**config.mk**
```make
export PLATFORM = sky130hd
export DESIGN_NAME = sfwb_core
export DESIGN_NICKNAME = d
export VERILOG_FILES = /design/src/design/sfwb_pkg.sv /design/src/design/sfwb_alu_if.sv /design/src/design/sfwb_sub_alu.sv /design/src/design/sfwb_core.sv
export SDC_FILE = /design/constraint.sdc
export NUM_CORES = 1
export LEC_CHECK = 0
export BUFFER_PORTS_ARGS = -buffer_cell sky130_fd_sc_hd__buf_2
export CORE_ASPECT_RATIO = 0.7
export CORE_UTILIZATION = 42
export DETAILED_ROUTE_END_ITERATION = 10
export PLACE_DENSITY = 0.66
export RECOVER_POWER = 50
export REMOVE_ABC_BUFFERS = 1
export SLEW_MARGIN = 25
export SYNTH_ARGS = -nofsm -noshare
export SYNTH_HDL_FRONTEND = slang
export SYNTH_HIERARCHICAL = 1
export SYNTH_SLANG_ARGS = --single-unit
```
**constraint.sdc**
```tcl
create_clock -name pclk -period 3.3 [get_ports pclk]
set_input_delay 0.66 -clock pclk [delete_from_list [all_inputs] [get_ports pclk]]
set_output_delay 0.66 -clock pclk [all_outputs]
set_load 0.05 [all_outputs]
```
**src/design/sfwb_pkg.sv**
```systemverilog
// constants, field positions and types for the subtract-with-borrow execution block
package sfwb_pkg;

  // ==========================================================================
  // clock and instruction cycle
  // ==========================================================================
  localparam int unsigned CLK_PERIOD_NS  = 10;
  localparam int unsigned QUARTERS_PER_IC = 4;

  // ==========================================================================
  // opcode layout: 0101 01da ffff ffff
  // ==========================================================================
  localparam logic [15:0] OPC_MASK       = 16'hfc00;
  localparam logic [15:0] OPC_MATCH      = 16'h5400;
  localparam int unsigned DEST_BIT       = 9;
  localparam int unsigned BANK_BIT       = 8;
  localparam int unsigned FILE_LSB       = 0;
  localparam int unsigned FILE_W         = 8;

  // ==========================================================================
  // address resolution
  // ==========================================================================
  localparam logic [7:0]  INDEXED_MAX    = 8'h5f;
  localparam logic [7:0]  ACCESS_SPLIT   = 8'h80;
  localparam logic [3:0]  ACCESS_LO_BANK = 4'h0;
  localparam logic [3:0]  ACCESS_HI_BANK = 4'hf;

  // ==========================================================================
  // apb register offsets (byte addresses)
  // ==========================================================================
  localparam logic [7:0]  OFS_CTRL       = 8'h00;
  localparam logic [7:0]  OFS_INSTR      = 8'h04;
  localparam logic [7:0]  OFS_WORK       = 8'h08;
  localparam logic [7:0]  OFS_STATUS     = 8'h0c;
  localparam logic [7:0]  OFS_BANK       = 8'h10;
  localparam logic [7:0]  OFS_INDEX      = 8'h14;
  localparam logic [7:0]  OFS_INFO       = 8'h18;

  // ==========================================================================
  // field positions
  // ==========================================================================
  localparam int unsigned CTRL_EXT_BIT   = 0;
  localparam int unsigned ST_C           = 0;
  localparam int unsigned ST_DC          = 1;
  localparam int unsigned ST_Z           = 2;
  localparam int unsigned ST_OV          = 3;
  localparam int unsigned ST_N           = 4;
  localparam int unsigned INFO_BUSY_BIT  = 0;
  localparam int unsigned INFO_ILL_BIT   = 1;

  // ==========================================================================
  // reset values
  // ==========================================================================
  localparam logic        EXT_RST        = 1'b0;
  localparam logic [15:0] OPCODE_RST     = 16'h0000;
  localparam logic [7:0]  WORK_RST       = 8'h00;
  localparam logic [4:0]  STATUS_RST     = 5'h00;
  localparam logic [3:0]  BANK_RST       = 4'h0;
  localparam logic [11:0] INDEX_RST      = 12'h000;

  // ==========================================================================
  // quarter-cycle phases
  // ==========================================================================
  typedef enum logic [2:0] {
    PH_IDLE = 3'b000,
    PH_Q1   = 3'b001,
    PH_Q2   = 3'b011,
    PH_Q3   = 3'b010,
    PH_Q4   = 3'b110
  } sfwb_phase_t;

endpackage

```
**src/design/sfwb_alu_if.sv**
```systemverilog
// operand and result bundle between the core sequencer and the subtractor
`timescale 1ns/10ps
interface sfwb_alu_if;
  logic [7:0] work;
  logic [7:0] file;
  logic       carry_in;
  logic [7:0] result;
  logic       c_out;
  logic       dc_out;
  logic       z_out;
  logic       ov_out;
  logic       n_out;

  modport core (output work, file, carry_in,
                input  result, c_out, dc_out, z_out, ov_out, n_out);
  modport alu  (input  work, file, carry_in,
                output result, c_out, dc_out, z_out, ov_out, n_out);
endinterface

```
**src/design/sfwb_sub_alu.sv**
```systemverilog
// two's complement subtractor: work minus file minus inverted carry
`timescale 1ns/10ps
module sfwb_sub_alu
  import sfwb_pkg::*;
(
  // operands and results
  sfwb_alu_if.alu a
);

  logic [8:0] sum;
  logic [4:0] low;

  // ==========================================================================
  // w + ~f + c equals w - f - (not c)
  // ==========================================================================
  always_comb begin
    sum = {1'b0, a.work} + {1'b0, ~a.file} + {8'h00, a.carry_in};
    low = {1'b0, a.work[3:0]} + {1'b0, ~a.file[3:0]} + {4'h0, a.carry_in};
  end

  assign a.result = sum[7:0];
  assign a.c_out  = sum[8];
  assign a.dc_out = low[4];
  assign a.z_out  = (sum[7:0] == 8'h00);
  assign a.n_out  = sum[7];
  assign a.ov_out = (a.work[7] != a.file[7]) && (sum[7] != a.work[7]);

endmodule

```
**src/design/sfwb_core.sv**
```systemverilog
// execution unit for subtract_file_from_work_borrow with apb register access
//
// Overview of operation
// - result is work minus file minus borrow
// - destination clear: result goes to work
// - destination set: result written to file
// - bank clear, no extension: use access bank
// - bank set: bank_select_reg plus file field
// - extended, bank clear, f<=5Fh: indexed offset
//
// The APB interface to the registers and the address map were decided locally.
`timescale 1ns/10ps
module sfwb_core
  import sfwb_pkg::*;
(
  // clock and reset
  input  wire logic        pclk,
  input  wire logic        presetn,
  // apb slave
  input  wire logic        psel,
  input  wire logic        penable,
  input  wire logic        pwrite,
  input  wire logic [7:0]  paddr,
  input  wire logic [31:0] pwdata,
  output logic      [31:0] prdata,
  output logic             pready,
  output logic             pslverr,
  // file memory port
  output logic      [11:0] file_addr,
  output logic             file_re,
  output logic             file_we,
  output logic      [7:0]  file_wdata,
  input  wire logic [7:0]  file_rdata,
  // execution state
  output logic             busy
);

  // ==========================================================================
  // state
  // ==========================================================================
  typedef struct packed {
    sfwb_phase_t phase;
    logic [15:0] opcode;
    logic        ext_en;
    logic [7:0]  work;
    logic [4:0]  status;
    logic [3:0]  bank;
    logic [11:0] index_base;
    logic [7:0]  operand;
    logic [7:0]  result;
    logic [4:0]  flags;
    logic        illegal;
    logic [11:0] faddr;
    logic [7:0]  fwdata;
    logic        fwe;
    logic        fre;
    logic        busy;
    logic [31:0] prdata;
    logic        pready;
    logic        pslverr;
  } sfwb_state_t;

  localparam sfwb_state_t STATE_RST = '{
    phase:      PH_IDLE,
    opcode:     OPCODE_RST,
    ext_en:     EXT_RST,
    work:       WORK_RST,
    status:     STATUS_RST,
    bank:       BANK_RST,
    index_base: INDEX_RST,
    operand:    8'h00,
    result:     8'h00,
    flags:      5'h00,
    illegal:    1'b0,
    faddr:      12'h000,
    fwdata:     8'h00,
    fwe:        1'b0,
    fre:        1'b0,
    busy:       1'b0,
    prdata:     32'h0000_0000,
    pready:     1'b0,
    pslverr:    1'b0
  };

  sfwb_state_t q;
  sfwb_state_t d;

  sfwb_alu_if alu_bus ();

  // ==========================================================================
  // subtractor
  // ==========================================================================
  sfwb_sub_alu u_alu (
    .a (alu_bus.alu)
  );

  assign alu_bus.work     = q.work;
  assign alu_bus.file     = q.operand;
  assign alu_bus.carry_in = q.status[ST_C];

  // ==========================================================================
  // helpers
  // ==========================================================================
  logic        access;
  logic        commit;
  logic        mapped;
  logic        stall;
  logic [7:0]  fsel;
  logic [11:0] eff_addr;
  logic [31:0] rdata;
  logic        opc_ok;
  logic        wr_commit;
  logic        dest_file;
  logic        bank_mode;

  // ==========================================================================
  // instruction field decode
  // ==========================================================================
  assign fsel      = q.opcode[FILE_LSB +: FILE_W];
  assign dest_file = q.opcode[DEST_BIT];
  assign bank_mode = q.opcode[BANK_BIT];

  // ==========================================================================
  // file address resolution
  // ==========================================================================
  // indexed window wraps inside the 12-bit file space
  always_comb begin
    if (bank_mode) begin
      eff_addr = {q.bank, fsel};
    end else if (q.ext_en && (fsel <= INDEXED_MAX)) begin
      eff_addr = q.index_base + {4'h0, fsel};
    end else if (fsel < ACCESS_SPLIT) begin
      eff_addr = {ACCESS_LO_BANK, fsel};
    end else begin
      eff_addr = {ACCESS_HI_BANK, fsel};
    end
  end

  // ==========================================================================
  // apb decode and read mux
  // ==========================================================================
  always_comb begin
    mapped = 1'b1;
    rdata  = 32'h0000_0000;
    unique case (paddr)
      OFS_CTRL: begin
        rdata[CTRL_EXT_BIT] = q.ext_en;
      end
      OFS_INSTR: begin
        rdata[15:0] = q.opcode;
      end
      OFS_WORK: begin
        rdata[7:0] = q.work;
      end
      OFS_STATUS: begin
        rdata[4:0] = q.status;
      end
      OFS_BANK: begin
        rdata[3:0] = q.bank;
      end
      OFS_INDEX: begin
        rdata[11:0] = q.index_base;
      end
      OFS_INFO: begin
        rdata[INFO_BUSY_BIT] = q.busy;
        rdata[INFO_ILL_BIT]  = q.illegal;
      end
      default: begin
        mapped = 1'b0;
      end
    endcase
  end

  // ==========================================================================
  // apb handshake
  // ==========================================================================
  // an instr write while executing is held off by withholding pready
  assign access    = psel && penable;
  assign commit    = access && q.pready;
  assign wr_commit = commit && pwrite && !q.pslverr;
  assign stall     = pwrite && (paddr == OFS_INSTR) && (q.phase != PH_IDLE);
  assign opc_ok    = (pwdata[15:0] & OPC_MASK) == OPC_MATCH;

  // ==========================================================================
  // next state
  // ==========================================================================
  always_comb begin
    d         = q;
    d.fwe     = 1'b0;
    d.fre     = 1'b0;
    d.pready  = 1'b0;
    d.pslverr = 1'b0;

    // apb answer, one wait state
    if (access && !q.pready && !stall) begin
      d.pready  = 1'b1;
      d.pslverr = !mapped;
      d.prdata  = mapped ? rdata : 32'h0000_0000;
    end

    // apb writes take effect at the completing edge
    if (wr_commit) begin
      unique case (paddr)
        OFS_CTRL: begin
          d.ext_en = pwdata[CTRL_EXT_BIT];
        end
        OFS_INSTR: begin
          d.opcode = pwdata[15:0];
          if (opc_ok) begin
            d.illegal = 1'b0;
            d.phase   = PH_Q1;
            d.busy    = 1'b1;
          end else begin
            d.illegal = 1'b1;
          end
        end
        OFS_WORK: begin
          d.work = pwdata[7:0];
        end
        OFS_STATUS: begin
          d.status = pwdata[4:0];
        end
        OFS_BANK: begin
          d.bank = pwdata[3:0];
        end
        OFS_INDEX: begin
          d.index_base = pwdata[11:0];
        end
        OFS_INFO: begin
          d.illegal = q.illegal;
        end
        default: begin
          d.illegal = q.illegal;
        end
      endcase
    end

    // quarter-cycle sequencer: decode, read, process, write
    unique case (q.phase)
      PH_IDLE: begin
        d.busy = d.busy;
      end
      PH_Q1: begin
        d.faddr = eff_addr;
        d.fre   = 1'b1;
        d.phase = PH_Q2;
      end
      PH_Q2: begin
        // file_rdata follows file_addr while the read pulse is high
        d.operand = file_rdata;
        d.phase   = PH_Q3;
      end
      PH_Q3: begin
        d.result = alu_bus.result;
        d.flags[ST_C]  = alu_bus.c_out;
        d.flags[ST_DC] = alu_bus.dc_out;
        d.flags[ST_Z]  = alu_bus.z_out;
        d.flags[ST_OV] = alu_bus.ov_out;
        d.flags[ST_N]  = alu_bus.n_out;
        d.phase  = PH_Q4;
      end
      PH_Q4: begin
        // coming last, this wins over a software write in the same cycle
        if (dest_file) begin
          d.fwe    = 1'b1;
          d.fwdata = q.result;
        end else begin
          d.work = q.result;
        end
        d.status = q.flags;
        d.phase  = PH_IDLE;
        d.busy   = 1'b0;
      end
      default: begin
        d.phase = PH_IDLE;
        d.busy  = 1'b0;
      end
    endcase
  end

  // ==========================================================================
  // registers
  // ==========================================================================
  always_ff @(posedge pclk or negedge presetn) begin
    if (!presetn) begin
      q <= STATE_RST;
    end else begin
      q <= d;
    end
  end

  // ==========================================================================
  // outputs
  // ==========================================================================
  assign prdata     = q.prdata;
  assign pready     = q.pready;
  assign pslverr    = q.pslverr;
  assign file_addr  = q.faddr;
  assign file_re    = q.fre;
  assign file_we    = q.fwe;
  assign file_wdata = q.fwdata;
  assign busy       = q.busy;

endmodule

```
==> summary.md, run 1 <==
| Metric | Value |
|---|---|
| Number of standard cells in the final layout excluding fillers | 817 |
| # placed instances | 802 |
| Post-Syn Area | 6160 sq um |
| Total via count in the routed design | 4,457 |
| Result of the run | complete, but fails checks |
| Antenna-violating nets left | 0 |
| Cell types with the largest area share after synthesis | dfrtp_1 (45%), mux2_2 (11%), buf_4 (6.6%) |
| Initial antenna violation count | 0 |
| Pins over their slew limit | 31 |
| Cell Rows | 36 |
| Hold/Removal Path Class | reg2reg |
| Crit Path Max Fanout | 3 |
| Setup repair bufs after CTS | 0 |
| CTS Buffer Depth | 2 |
| Crit-path max cell delay | 0.48 ns |
| WL/cell | 17.3 um |
| RSZ-0062 raised after global routing | false |
| Effective utilization at floorplan | 0.437 |
| Relative slew margins | -0.111 |
| Number of buffers created by CTS | 9 |
| Fraction of the yosys area taken by sequential cells | 0.455 |
| Mean number of vias per cell | 5.46 |
| Vias in the first global route | 4,202 |
| Design area | 6690 sq um |
| Die Outline Area | 15,200 sq um |
| First-pass detailed-route iteration total | 5 |
| Critical Path Start Type | flip-flop |
| Area growth from synthesis to layout | 8.49% |
| CTS sink cnt | 112 |
| Y dimension of the die | 103 um |
| Total core area | 14,100 sq um |
| Final estimated routing congestion in global placement | 0.871 |
| Remaining Overflow, GRT | 0 |
| Library cell contributing the largest single delay on the critical path | fa_1 |
| ANT cells | 0 |
| Insertion delay of the later-clocked pin in the worst-skew pair | 0.34 ns |
| Clock tree from TritonCTS | yes |
| Post-synthesis average cell area | 10.6 sq um |
| Number of input and output port buffers inserted | 77 |
| Failing checks | max-capacitance violations, max-slew violations |
| Top achievable clock speed | 377 MHz |
| Flip-flop and latch count after synthesis | 112 |
| Wire length of the first global-routing pass | 22.7 mm |
| Worst Slack Setup Final | 0.645 ns |
| # resized after CTS | 0 |
| Final period demand of the worst path | 2.65 ns |
| Largest vdd supply drop | 0.264 mV |
| Clock skew after layout | 0.00423 ns |
| Final clock period utilization by the worst path | 0.804 |
| Warnings, synthesis | 6 |
| Post-place setup slack | 0.437 ns |
| Pwr per Cell Area | 403 nW/um^2 |
| Gate family responsible for the most delay along the worst path | adder cells |
| Crit path required time | 3.59 ns |
| Chip width | 147 um |
| Total Routing Usage GR | 0.196 |
| H-tree depth | 3 |
| Dpl cell area | 6440 sq um |
| CTS hold repair buffers | 0 |
| Clock Tree Root | clkbuf_16 |
| Final Hold Vio Count | 0 |
| Total wire length after detailed routing | 14.1 mm |
| Critical setup path kind | reg2reg |
| Estimated wirelength of the detail-placed design | 10.9 mm |
| DRC marker count from the first detailed-route iteration | 230 |
| Async set-reset flop share out of synthesis | 1.00 |
| Fill cell instance count of the final layout | 1,352 |
| Share of final-layout standard cells stronger than drive strength 1 | 0.263 |
| Nets@finish | 694 |
| Leak pwr | 3.37 nW |
| Syn Inst Count | 582 |
| Post-synthesis cell type with the largest combined area | dfrtp_1 |
| Top cell type's share of synthesized area | 0.455 |
| Setup Viol. Count Final | 0 |
| Crit. End Element | flip-flop |
| Series of cell instances along the critical path | fa_1, inv_1, fa_1, nor2b_1, o21a_1, or3_1, a2111o_1, nor4_2, mux2_2 |
| Predominant post-synthesis flop cell | dfrtp_1 |
| Total negative slack for setup checks | 0 ns |
| Count of distinct cell types in the synthesized netlist | 68 |
| Data arrival time of the critical path | 2.94 ns |
| Num ports | 110 |
| Worst Max-Slew Pin Slew | 1.67 ns |
| Number of enable-type register cells in the synthesized netlist | 0 |
| Maxcap violations | 1 |
| DRC violations left | 0 |
| Post-CTS clock slew at the launch and capture registers of the worst setup and hold paths | 0.07 ns |
| Maximum number of pins on one net before global-route repair | 64 |
| CP most frequent cell | fa_1 |
| Combined buffer and inverter count along the critical path | 1 |
-- cell type report --
| cell class | instances | area [sq um] | area share |
|---|---|---|---|
| Multi-Input combinational cell | 389 | 2820 | 0.422 |
| Inverter | 22 | 82.6 | 0.0124 |
| Tap cell | 190 | 238 | 0.0356 |
| Timing Repair Buffer | 89 | 454 | 0.0679 |
| Clock buffer | 10 | 229 | 0.0343 |
| Clock inverter | 5 | 58.8 | 0.00880 |
| Sequential cell | 112 | 2800 | 0.419 |
-- layer usage --
layer	GRT usage	routed length (um)	up-vias
li1	-	-	2069
met1	0.301	7190	2246
met3	0.0346	809	16
met4	0.0489	178	0
met2	0.281	5930	126
met5	0	0	-
-- power by group --
group	switching, mW	internal [mW]
combinational	0.160	0.0676
sequential	0.0104	1.39
clock	0.487	0.585
total	0.658	2.04
-- registers in the layout, indices dropped and copies added (netlist names) --
register and count:
fsel 8, pslverr 1, dest_file 1, file_re 1, prdata 16, file_wdata 8
alu_bus.carry_in 1, alu_bus.file 8, bank_mode 1, alu_bus.work 8, q 44, busy 1
pready 1, file_addr 12, file_we 1
-- cell usage after synthesis, drive strengths merged (3+ instances only) --
| master | number |
|---|---|
| dfrtp | 112 |
| buf | 63 |
| mux2 | 63 |
| nand2 | 62 |
| o21ai | 37 |
| a21oi | 27 |
| nor2 | 24 |
| inv | 21 |
| mux2i | 20 |
| ha | 15 |
| clkbuf | 11 |
| nor2b | 10 |
| nand3 | 9 |
| xnor2 | 9 |
| nor3 | 7 |
| a22oi | 6 |
| a21o | 5 |
| a22o | 5 |
| o21a | 5 |
| o31ai | 5 |
| and3 | 4 |
| o211ai | 4 |
| a31oi | 3 |
| fa | 3 |
| nand2b | 3 |
| nand4 | 3 |
| o211a | 3 |
| o221ai | 3 |
-- cell families after synthesis --
family          Yosys count  share of synthesized area
simple gates            138                      0.114
xor+xnor                 11                     0.0156
compound gates          123                      0.131
buf+inv                  96                     0.0966
other cells               1                   0.000609
flops                   112                      0.455
fa+ha+maj                18                     0.0402
mux                      83                      0.148
-- placed cells by master, fill, tap and decap left out, drive strengths merged, types with 3 or more instances in the layout --
cell,count
conb,16
clkbuf,22
nor2,24
dfrtp,112
a21o,5
o211ai,4
o31ai,5
a21oi,27
nand3,9
o221ai,3
inv,21
xnor2,9
o21ai,37
o21a,5
a22oi,6
nor3,7
o211a,3
a31oi,3
clkinv,3
nor2b,10
fa,3
buf,77
ha,15
mux2,63
nand2b,3
nand4,3
mux2i,20
and3,4
a22o,5
nand2,62
-- worst min-delay path: cells and delay by family, from the launching register on --
kind,cells,cell delay (ns)
flops,1,0.35
compound gates,1,0.06
simple gates,1,0.05
-- per-stage QoR --
step                power [mW]   util  hold WS (ns)
CTS                       2.73  0.477         0.253
finish                    2.70  0.474         0.487
global placement          1.65  0.457         0.460
detailed placement        1.65  0.457         0.474
global route              2.80  0.474         0.502
floorplan                 1.55      -         0.364
-- path summary, 6_finish.rpt --
kind                                 startpoint    endpoint  slack [ns]  cells past startpoint
min in group asynchronous               presetn   prdata[8]        0.73                      1
worst min register to register       prdata[10]  prdata[10]        0.49                      2
max in group asynchronous               presetn     fsel[1]        0.78                      2
worst max register to register  alu_bus.work[0]       q[60]        0.65                      9
worst max-delay path            alu_bus.work[0]       q[60]        0.65                      9
worst min-delay path                 prdata[10]  prdata[10]        0.49                      2
Power figures use the tool's default switching activity.
==> inputs of run 2 (changes only) <==
--- a/config.mk
+++ b/config.mk
@@ -9,7 +9,7 @@
 export CORE_ASPECT_RATIO = 0.7
 export CORE_UTILIZATION = 42
 export DETAILED_ROUTE_END_ITERATION = 10
-export PLACE_DENSITY = 0.66
+export PLACE_DENSITY = 0.68
 export RECOVER_POWER = 50
 export REMOVE_ABC_BUFFERS = 1
 export SLEW_MARGIN = 25
==> constraint.sdc (replaced) <==
create_clock -name pclk -period 2.2 [get_ports pclk]
set_input_delay 0.44 -clock pclk [delete_from_list [all_inputs] [get_ports pclk]]
set_output_delay 0.44 -clock pclk [all_outputs]
set_load 0.05 [all_outputs]
==> summary.md, run 2 (synthesis gave the netlist of run 1 again) <==
| Metric | Value |
|---|---|
| Result of the run | complete, but fails checks (unchanged) |
| Failing checks | max-capacitance violations, max-slew violations, negative setup slack (was max-capacitance violations, max-slew violations) |
| Relative slew margins | -0.0133 (was -0.111) |
| Post-layout util | 0.504 (was 0.474) |
| Insertion delay of the later-clocked pin in the worst-skew pair | 0.35 ns (was 0.34 ns) |
| Pins over their slew limit | 113 (was 31) |
| Post-CTS clock slew at the launch and capture registers of the worst setup and hold paths | 0.07 ns (about the same) |
| FF-to-FF Start | alu_bus.work[0] (unchanged) |
| Maximum number of pins on one net before global-route repair | 113 (was 64) |
| Worst hold path endpoint | alu_bus.file[6] (was prdata[10]) |
| Gate family responsible for the most delay along the worst path | compound AO/OA/AOI/OAI gates (was adder cells) |
| Most common library cell in the layout ignoring fill and taps | dfrtp_1 (unchanged) |
| Sequential Power Share | 0.511 (was 0.518) |
| Number of buffers created by CTS | 9 (unchanged) |
| Final Hold Vio Count | 0 (unchanged) |
| Logic pwr share | 0.097 (was 0.084) |
| Pwr per Cell Area | 577 nW/um^2 (was 403 nW/um^2) |
| RSZ-0062 raised after global routing | true (was false) |
| ANT cells | 0 (unchanged) |
| Wire length of the first global-routing pass | 23.7 mm (was 22.7 mm) |
| Clock Tree Root | clkbuf_16 (unchanged) |
| Register with the most flip-flops | q (unchanged) |
| Setup slack of the worst register-to-register path | -0.34 ns (was 0.65 ns) |
| Worst R2R Path Depth | 9 (unchanged) |
| Antenna-violating nets left | 0 (unchanged) |
| Crit. End Element | flip-flop (unchanged) |
| Cell Rows | 36 (unchanged) |
| Num ports | 110 (unchanged) |
| Worst hold margin | 0.313 ns (was 0.487 ns) |
| Combined area of the multi-input logic cells | 2910 sq um (was 2820 sq um) |
| Area occupied by registers | 2800 sq um (unchanged) |
| Hold path startpoint | file_rdata[6] (was prdata[10]) |
| Number of input and output port buffers inserted | 77 (unchanged) |
| Clock skew after layout | 0.00628 ns (was 0.00423 ns) |
| Final period demand of the worst path | 2.54 ns (was 2.65 ns) |
| Data arrival time of the critical path | 2.84 ns (was 2.94 ns) |
| Flip-flop count of the largest register, all copies and words added | 44 (unchanged) |
| Crit-path max cell delay | 0.44 ns (was 0.48 ns) |
| Mean number of vias per cell | 5.35 (was 5.46) |
| Area growth from synthesis to layout | 15.2% (was 8.49%) |
| Commonest cells after routing, fill and taps aside | dfrtp_1 (112), buf_2 (64), nand2_1 (61) (was dfrtp_1 (112), buf_2 (69), nand2_1 (61)) |
| First-pass detailed-route iteration total | 5 (unchanged) |
| Number of standard cells in the final layout excluding fillers | 859 (was 817) |
| Y dimension of the die | 103 um (unchanged) |
| Total negative slack for setup checks | -1.48 ns (was 0 ns) |
| Hold/Removal Path Class | in2reg (was reg2reg) |
| Total Routing Usage GR | 0.204 (was 0.196) |
| Remaining Overflow, GRT | 0 (unchanged) |
| Largest vdd supply drop | 0.358 mV (was 0.264 mV) |
| Total core area | 14,100 sq um (unchanged) |
| Effective utilization at floorplan | 0.437 (unchanged) |
| Worst hold path cell count | 2 (unchanged) |
| Crit path required time | 2.49 ns (was 3.59 ns) |
| Setup Viol. Count Final | 7 (was 0) |
| Top achievable clock speed | 393 MHz (was 377 MHz) |
| Nets@finish | 735 (was 694) |
| Clock tree from TritonCTS | yes (unchanged) |
| Total wire length after detailed routing | 14.9 mm (was 14.1 mm) |
| Total via count in the routed design | 4,597 (was 4,457) |
| Clk network pwr share | 0.392 (was 0.398) |
| Net Switching | 1.06 mW (was 0.658 mW) |
| Maxcap violations | 1 (unchanged) |
| Combined buffer and inverter count along the critical path | 1 (unchanged) |
| Fill cell instance count of the final layout | 1,275 (was 1,352) |
| CP most frequent cell | fa_2 (was fa_1) |
| DRC marker count from the first detailed-route iteration | 371 (was 230) |
| CTS sink cnt | 112 (unchanged) |
| Die Outline Area | 15,200 sq um (unchanged) |
| Chip width | 147 um (unchanged) |
| H-tree depth | 3 (unchanged) |
| Final estimated routing congestion in global placement | 0.852 (was 0.871) |
| FF-to-FF End | q[60] (unchanged) |
| Critical Path Start Type | flip-flop (unchanged) |
| Crit Path Max Fanout | 3 (unchanged) |
| Final clock period utilization by the worst path | 1.16 (was 0.804) |
| WL/cell | 17.4 um (was 17.3 um) |
| Worst Slack Setup Final | -0.344 ns (was 0.645 ns) |
| # placed instances | 838 (was 802) |
| Vias in the first global route | 4,330 (was 4,202) |
| Share of final-layout standard cells stronger than drive strength 1 | 0.335 (was 0.263) |
| Worst Max-Slew Pin Slew | 1.52 ns (was 1.67 ns) |
| Total power | 4.09 mW (was 2.70 mW) |
| Fraction of power spent switching nets | 0.259 (was 0.244) |
| DRC violations left | 0 (unchanged) |
| Series of cell instances along the critical path | fa_2, inv_2, fa_2, nor2b_2, o21a_1, or3_4, a2111o_1, nor4_2, mux2_4 (was fa_1, inv_1, fa_1, nor2b_1, o21a_1, or3_1, a2111o_1, nor4_2, mux2_2) |
| Leak pwr | 3.59 nW (was 3.37 nW) |
| Estimated wirelength of the detail-placed design | 11.1 mm (was 10.9 mm) |
| Critical setup path kind | reg2reg (unchanged) |
| Library cell contributing the largest single delay on the critical path | a2111o_1 (was fa_1) |
| Initial antenna violation count | 1 (was 0) |
| Cell internal power dissipation | 3.03 mW (was 2.04 mW) |
| CTS Buffer Depth | 2 (unchanged) |
## run 2: changes by cell type in the layout (fill, tap and decap cells not counted), sizes merged
cell,before,now
inv,21,24
clkinvlp,2,0
clkinv,3,4
buf,77,115
bufinv,1,0
clkbuf,22,25
## run 2: worst max path at each step
stage               startpoint        end  slack (ns)  cells after the start
2_1_floorplan         paddr[7]  dest_file       -0.27                      4
3_3_place_gp   alu_bus.work[0]      q[60]       -0.25                      9
3_5_place_dp   alu_bus.work[0]      q[60]       -0.34                      9
4_1_cts        alu_bus.work[0]      q[60]       -0.33                      9
5_1_grt        alu_bus.file[0]      q[60]       -0.41                     10
6_report       alu_bus.work[0]      q[60]       -0.34                      9
## run 2: power by group through the flow
stage,clock network [mW],logic [mW],registers (mW)
6_report,1.60,0.398,2.09
5_1_grt,1.72,0.431,2.10
4_1_cts,1.64,0.384,2.09
3_5_place_dp,0,0.374,2.13
3_3_place_gp,0,0.364,2.13
2_1_floorplan,0,0.180,2.14
## run 2: area by class of cell
cell class              count  share of cell area
inverters                  22              0.0116
repair buffers            130               0.110
multi-input cells         389               0.410
clock inverters             6             0.00722
flip-flops and latches    112               0.395
well taps                 190              0.0335
clock buffers              10              0.0337
## run 2: stage by stage
step           worst slack [ns]  instance area, sq um
3_3_place_gp             -0.255                  6710
4_1_cts                  -0.327                  7060
2_1_floorplan            -0.266                  5710
5_1_grt                  -0.411                  7100
3_5_place_dp             -0.339                  6710
6_report                 -0.344                  7100
## run 2: layer usage
| metal | global-route usage | share of wire | up-vias |
|---|---|---|---|
| li1 | - | - | 2148 |
| met1 | 0.309 | 0.51 | 2298 |
| met2 | 0.299 | 0.43 | 135 |
| met3 | 0.0421 | 0.056 | 14 |
| met4 | 0.0441 | 0.0087 | 2 |
| met5 | 0 | 0.00087 | - |
## run 2: timing repair
action,4_1_cts,5_1_grt
endpoints found under the setup margin,7,10
resized for setup,13,13
cloned,0,0
pin swaps,9,9
hold buffers,0,0
setup buffers,4,2
## run 2: worst reg2reg max path: stages (launching register included)
cell and delay [ns]:
dfrtp_1 0.41, fa_2 0.40, inv_2 0.07, fa_2 0.21, nor2b_2 0.05, o21a_1 0.19, or3_4 0.34, a2111o_1 0.44
nor4_2 0.18, mux2_4 0.20
==> inputs of run 3 (changes only) <==
--- a/config.mk
+++ b/config.mk
@@ -10,7 +10,7 @@
 export CORE_UTILIZATION = 42
 export DETAILED_ROUTE_END_ITERATION = 10
 export PLACE_DENSITY = 0.68
-export RECOVER_POWER = 50
+export RECOVER_POWER = 25
 export REMOVE_ABC_BUFFERS = 1
 export SLEW_MARGIN = 25
 export SYNTH_ARGS = -nofsm -noshare
==> summary.md, run 3 (synthesis gave the netlist of run 1 again) <==
| Metric | Value |
|---|---|
| Result of the run | complete, but fails checks (unchanged) |
| Failing checks | max-capacitance violations, max-slew violations, negative setup slack (unchanged) |
| Pins over their slew limit | 113 (unchanged) |
| Number of input and output port buffers inserted | 77 (unchanged) |
| Largest vdd supply drop | 0.357 mV (was 0.358 mV) |
| Library cell contributing the largest single delay on the critical path | a2111o_1 (unchanged) |
| Combined area of the multi-input logic cells | 2910 sq um (unchanged) |
| ANT cells | 0 (unchanged) |
| Final estimated routing congestion in global placement | 0.852 (unchanged) |
| Maxcap violations | 1 (unchanged) |
| Insertion delay of the later-clocked pin in the worst-skew pair | 0.35 ns (about the same) |
| Post-place setup slack | -0.339 ns (unchanged) |
| First-pass detailed-route iteration total | 4 (was 5) |
| RSZ-0062 raised after global routing | true (unchanged) |
| Crit Path Max Fanout | 3 (unchanged) |
| Wire length of the first global-routing pass | 23.7 mm (unchanged) |
| Combined buffer and inverter count along the critical path | 1 (unchanged) |
| Estimated wirelength of the detail-placed design | 11.1 mm (unchanged) |
| Area occupied by registers | 2800 sq um (unchanged) |
| Crit. End Element | flip-flop (unchanged) |
| Series of cell instances along the critical path | fa_2, inv_2, fa_2, nor2b_2, o21a_1, or3_4, a2111o_1, nor4_2, mux2_4 (unchanged) |
| Initial antenna violation count | 1 (unchanged) |
| Final clock period utilization by the worst path | 1.16 (about the same) |
| Num ports | 110 (unchanged) |
| Fill cell instance count of the final layout | 1,271 (was 1,275) |
| Clock Tree Root | clkbuf_16 (unchanged) |
| Critical setup path kind | reg2reg (unchanged) |
| Antenna-violating nets left | 0 (unchanged) |
| CTS hold repair buffers | 0 (unchanged) |
| Worst Max-Slew Pin Slew | 1.52 ns (about the same) |
| Total core area | 14,100 sq um (unchanged) |
| DRC marker count from the first detailed-route iteration | 364 (was 371) |
| Relative slew margins | -0.0148 (was -0.0133) |
| CTS Buffer Depth | 2 (unchanged) |
| Total power | 4.09 mW (about the same) |
| Final period demand of the worst path | 2.55 ns (was 2.54 ns) |
| Crit path required time | 2.49 ns (about the same) |
| CP most frequent cell | fa_2 (unchanged) |
| Gate family responsible for the most delay along the worst path | compound AO/OA/AOI/OAI gates (unchanged) |
| Total Routing Usage GR | 0.204 (unchanged) |
| Setup Viol. Count Final | 7 (unchanged) |
| Total via count in the routed design | 4,605 (was 4,597) |
| H-tree depth | 3 (unchanged) |
| Pwr per Cell Area | 575 nW/um^2 (was 577 nW/um^2) |
| Leak pwr | 3.64 nW (was 3.59 nW) |
| Area growth from synthesis to layout | 15.5% (was 15.2%) |
| DRC violations left | 0 (unchanged) |
| Number of buffers created by CTS | 9 (unchanged) |
| WL/cell | 17.3 um (was 17.4 um) |
| Commonest cells after routing, fill and taps aside | dfrtp_1 (112), buf_2 (76), nand2_1 (61) (was dfrtp_1 (112), buf_2 (64), nand2_1 (61)) |
| Hold/Removal Path Class | in2reg (unchanged) |
| Register with the most flip-flops | q (unchanged) |
| Share of final-layout standard cells stronger than drive strength 1 | 0.354 (was 0.335) |
| Clock skew after layout | 0.00620 ns (was 0.00628 ns) |
| Final Hold Vio Count | 0 (unchanged) |
| Total wire length after detailed routing | 14.9 mm (about the same) |
| Data arrival time of the critical path | 2.84 ns (about the same) |
| Worst Slack Setup Final | -0.346 ns (was -0.344 ns) |
| Post-CTS clock slew at the launch and capture registers of the worst setup and hold paths | 0.07 ns (about the same) |
| Cell Rows | 36 (unchanged) |
| Crit-path max cell delay | 0.44 ns (about the same) |
| Chip width | 147 um (unchanged) |
| Vias in the first global route | 4,330 (unchanged) |
| Most common library cell in the layout ignoring fill and taps | dfrtp_1 (unchanged) |
| Effective utilization at floorplan | 0.437 (unchanged) |
| Critical Path Start Type | flip-flop (unchanged) |
| Maximum number of pins on one net before global-route repair | 113 (unchanged) |
| Flip-flop count of the largest register, all copies and words added | 44 (unchanged) |
| Mean number of vias per cell | 5.36 (was 5.35) |
| Die Outline Area | 15,200 sq um (unchanged) |
| Nets@finish | 735 (unchanged) |
| Remaining Overflow, GRT | 0 (unchanged) |
| CTS sink cnt | 112 (unchanged) |
| Clock tree from TritonCTS | yes (unchanged) |
| Y dimension of the die | 103 um (unchanged) |
| Top achievable clock speed | 393 MHz (about the same) |
## run 3: changes by cell type in the layout (fill, tap and decap cells not counted), sizes merged
cell	change
buf	+13
clkbuf	-13
## run 3: area by class of cell
type,instances,area share
inverters,22,0.0116
repair buffers,130,0.112
flip-flops and latches,112,0.394
clock buffers,10,0.0336
well taps,190,0.0334
clock inverters,6,0.00721
multi-input cells,389,0.409
## run 3: final timing paths
| kind | from | depth (start not counted) | slack (ns) | endpoint |
|---|---|---|---|---|
| min in group asynchronous | presetn | 2 | 0.57 | q[119] |
| max in group asynchronous | presetn | 2 | 0.66 | file_addr[8] |
| setup / recovery | alu_bus.work[0] | 9 | -0.35 | q[60] |
| setup reg to reg | alu_bus.work[0] | 9 | -0.35 | q[60] |
| hold reg to reg | prdata[8] | 2 | 0.47 | prdata[8] |
| hold / removal | file_rdata[6] | 2 | 0.31 | alu_bus.file[6] |
## run 3: what timing repair did
item	CTS	global route
pin swaps	9	9
endpoints found under the setup margin	7	10
gates resized for setup	13	13
buffers inserted	4	2
## run 3: worst reg2reg max path, delay by kind of cell (launching register included)
kind	cells	cell delay, ns
buf+inv	1	0.07
mux	1	0.20
flops	1	0.41
compound gates	2	0.63
simple gates	3	0.57
fa+ha+maj	2	0.61
## run 3: power by group
part           internal, mW  switching (mW)  leakage, nW
Clock                 0.819           0.785        0.145
Combinational         0.137           0.261         2.04
Sequential             2.08          0.0151         1.46
Total                  3.03            1.06         3.64
## run 3: metrics by stage
step	hold WS, ns	utilization	instance area (sq um)	TNS [ns]	instances
floorplan	0.144	-	5710	-4.58	523
global placement	0.458	0.476	6710	-1.83	838
detailed placement	0.463	0.476	6710	-2.43	838
CTS	0.194	0.501	7060	-1.13	857
global route	0.304	0.505	7120	-1.94	859
finish	0.314	0.505	7120	-1.49	859
## run 3: routing by layer
metal,part of all wire,track usage
met4,0.0077,0.0441
met1,0.50,0.309
met2,0.43,0.299
met5,0.00087,0
met3,0.060,0.0421
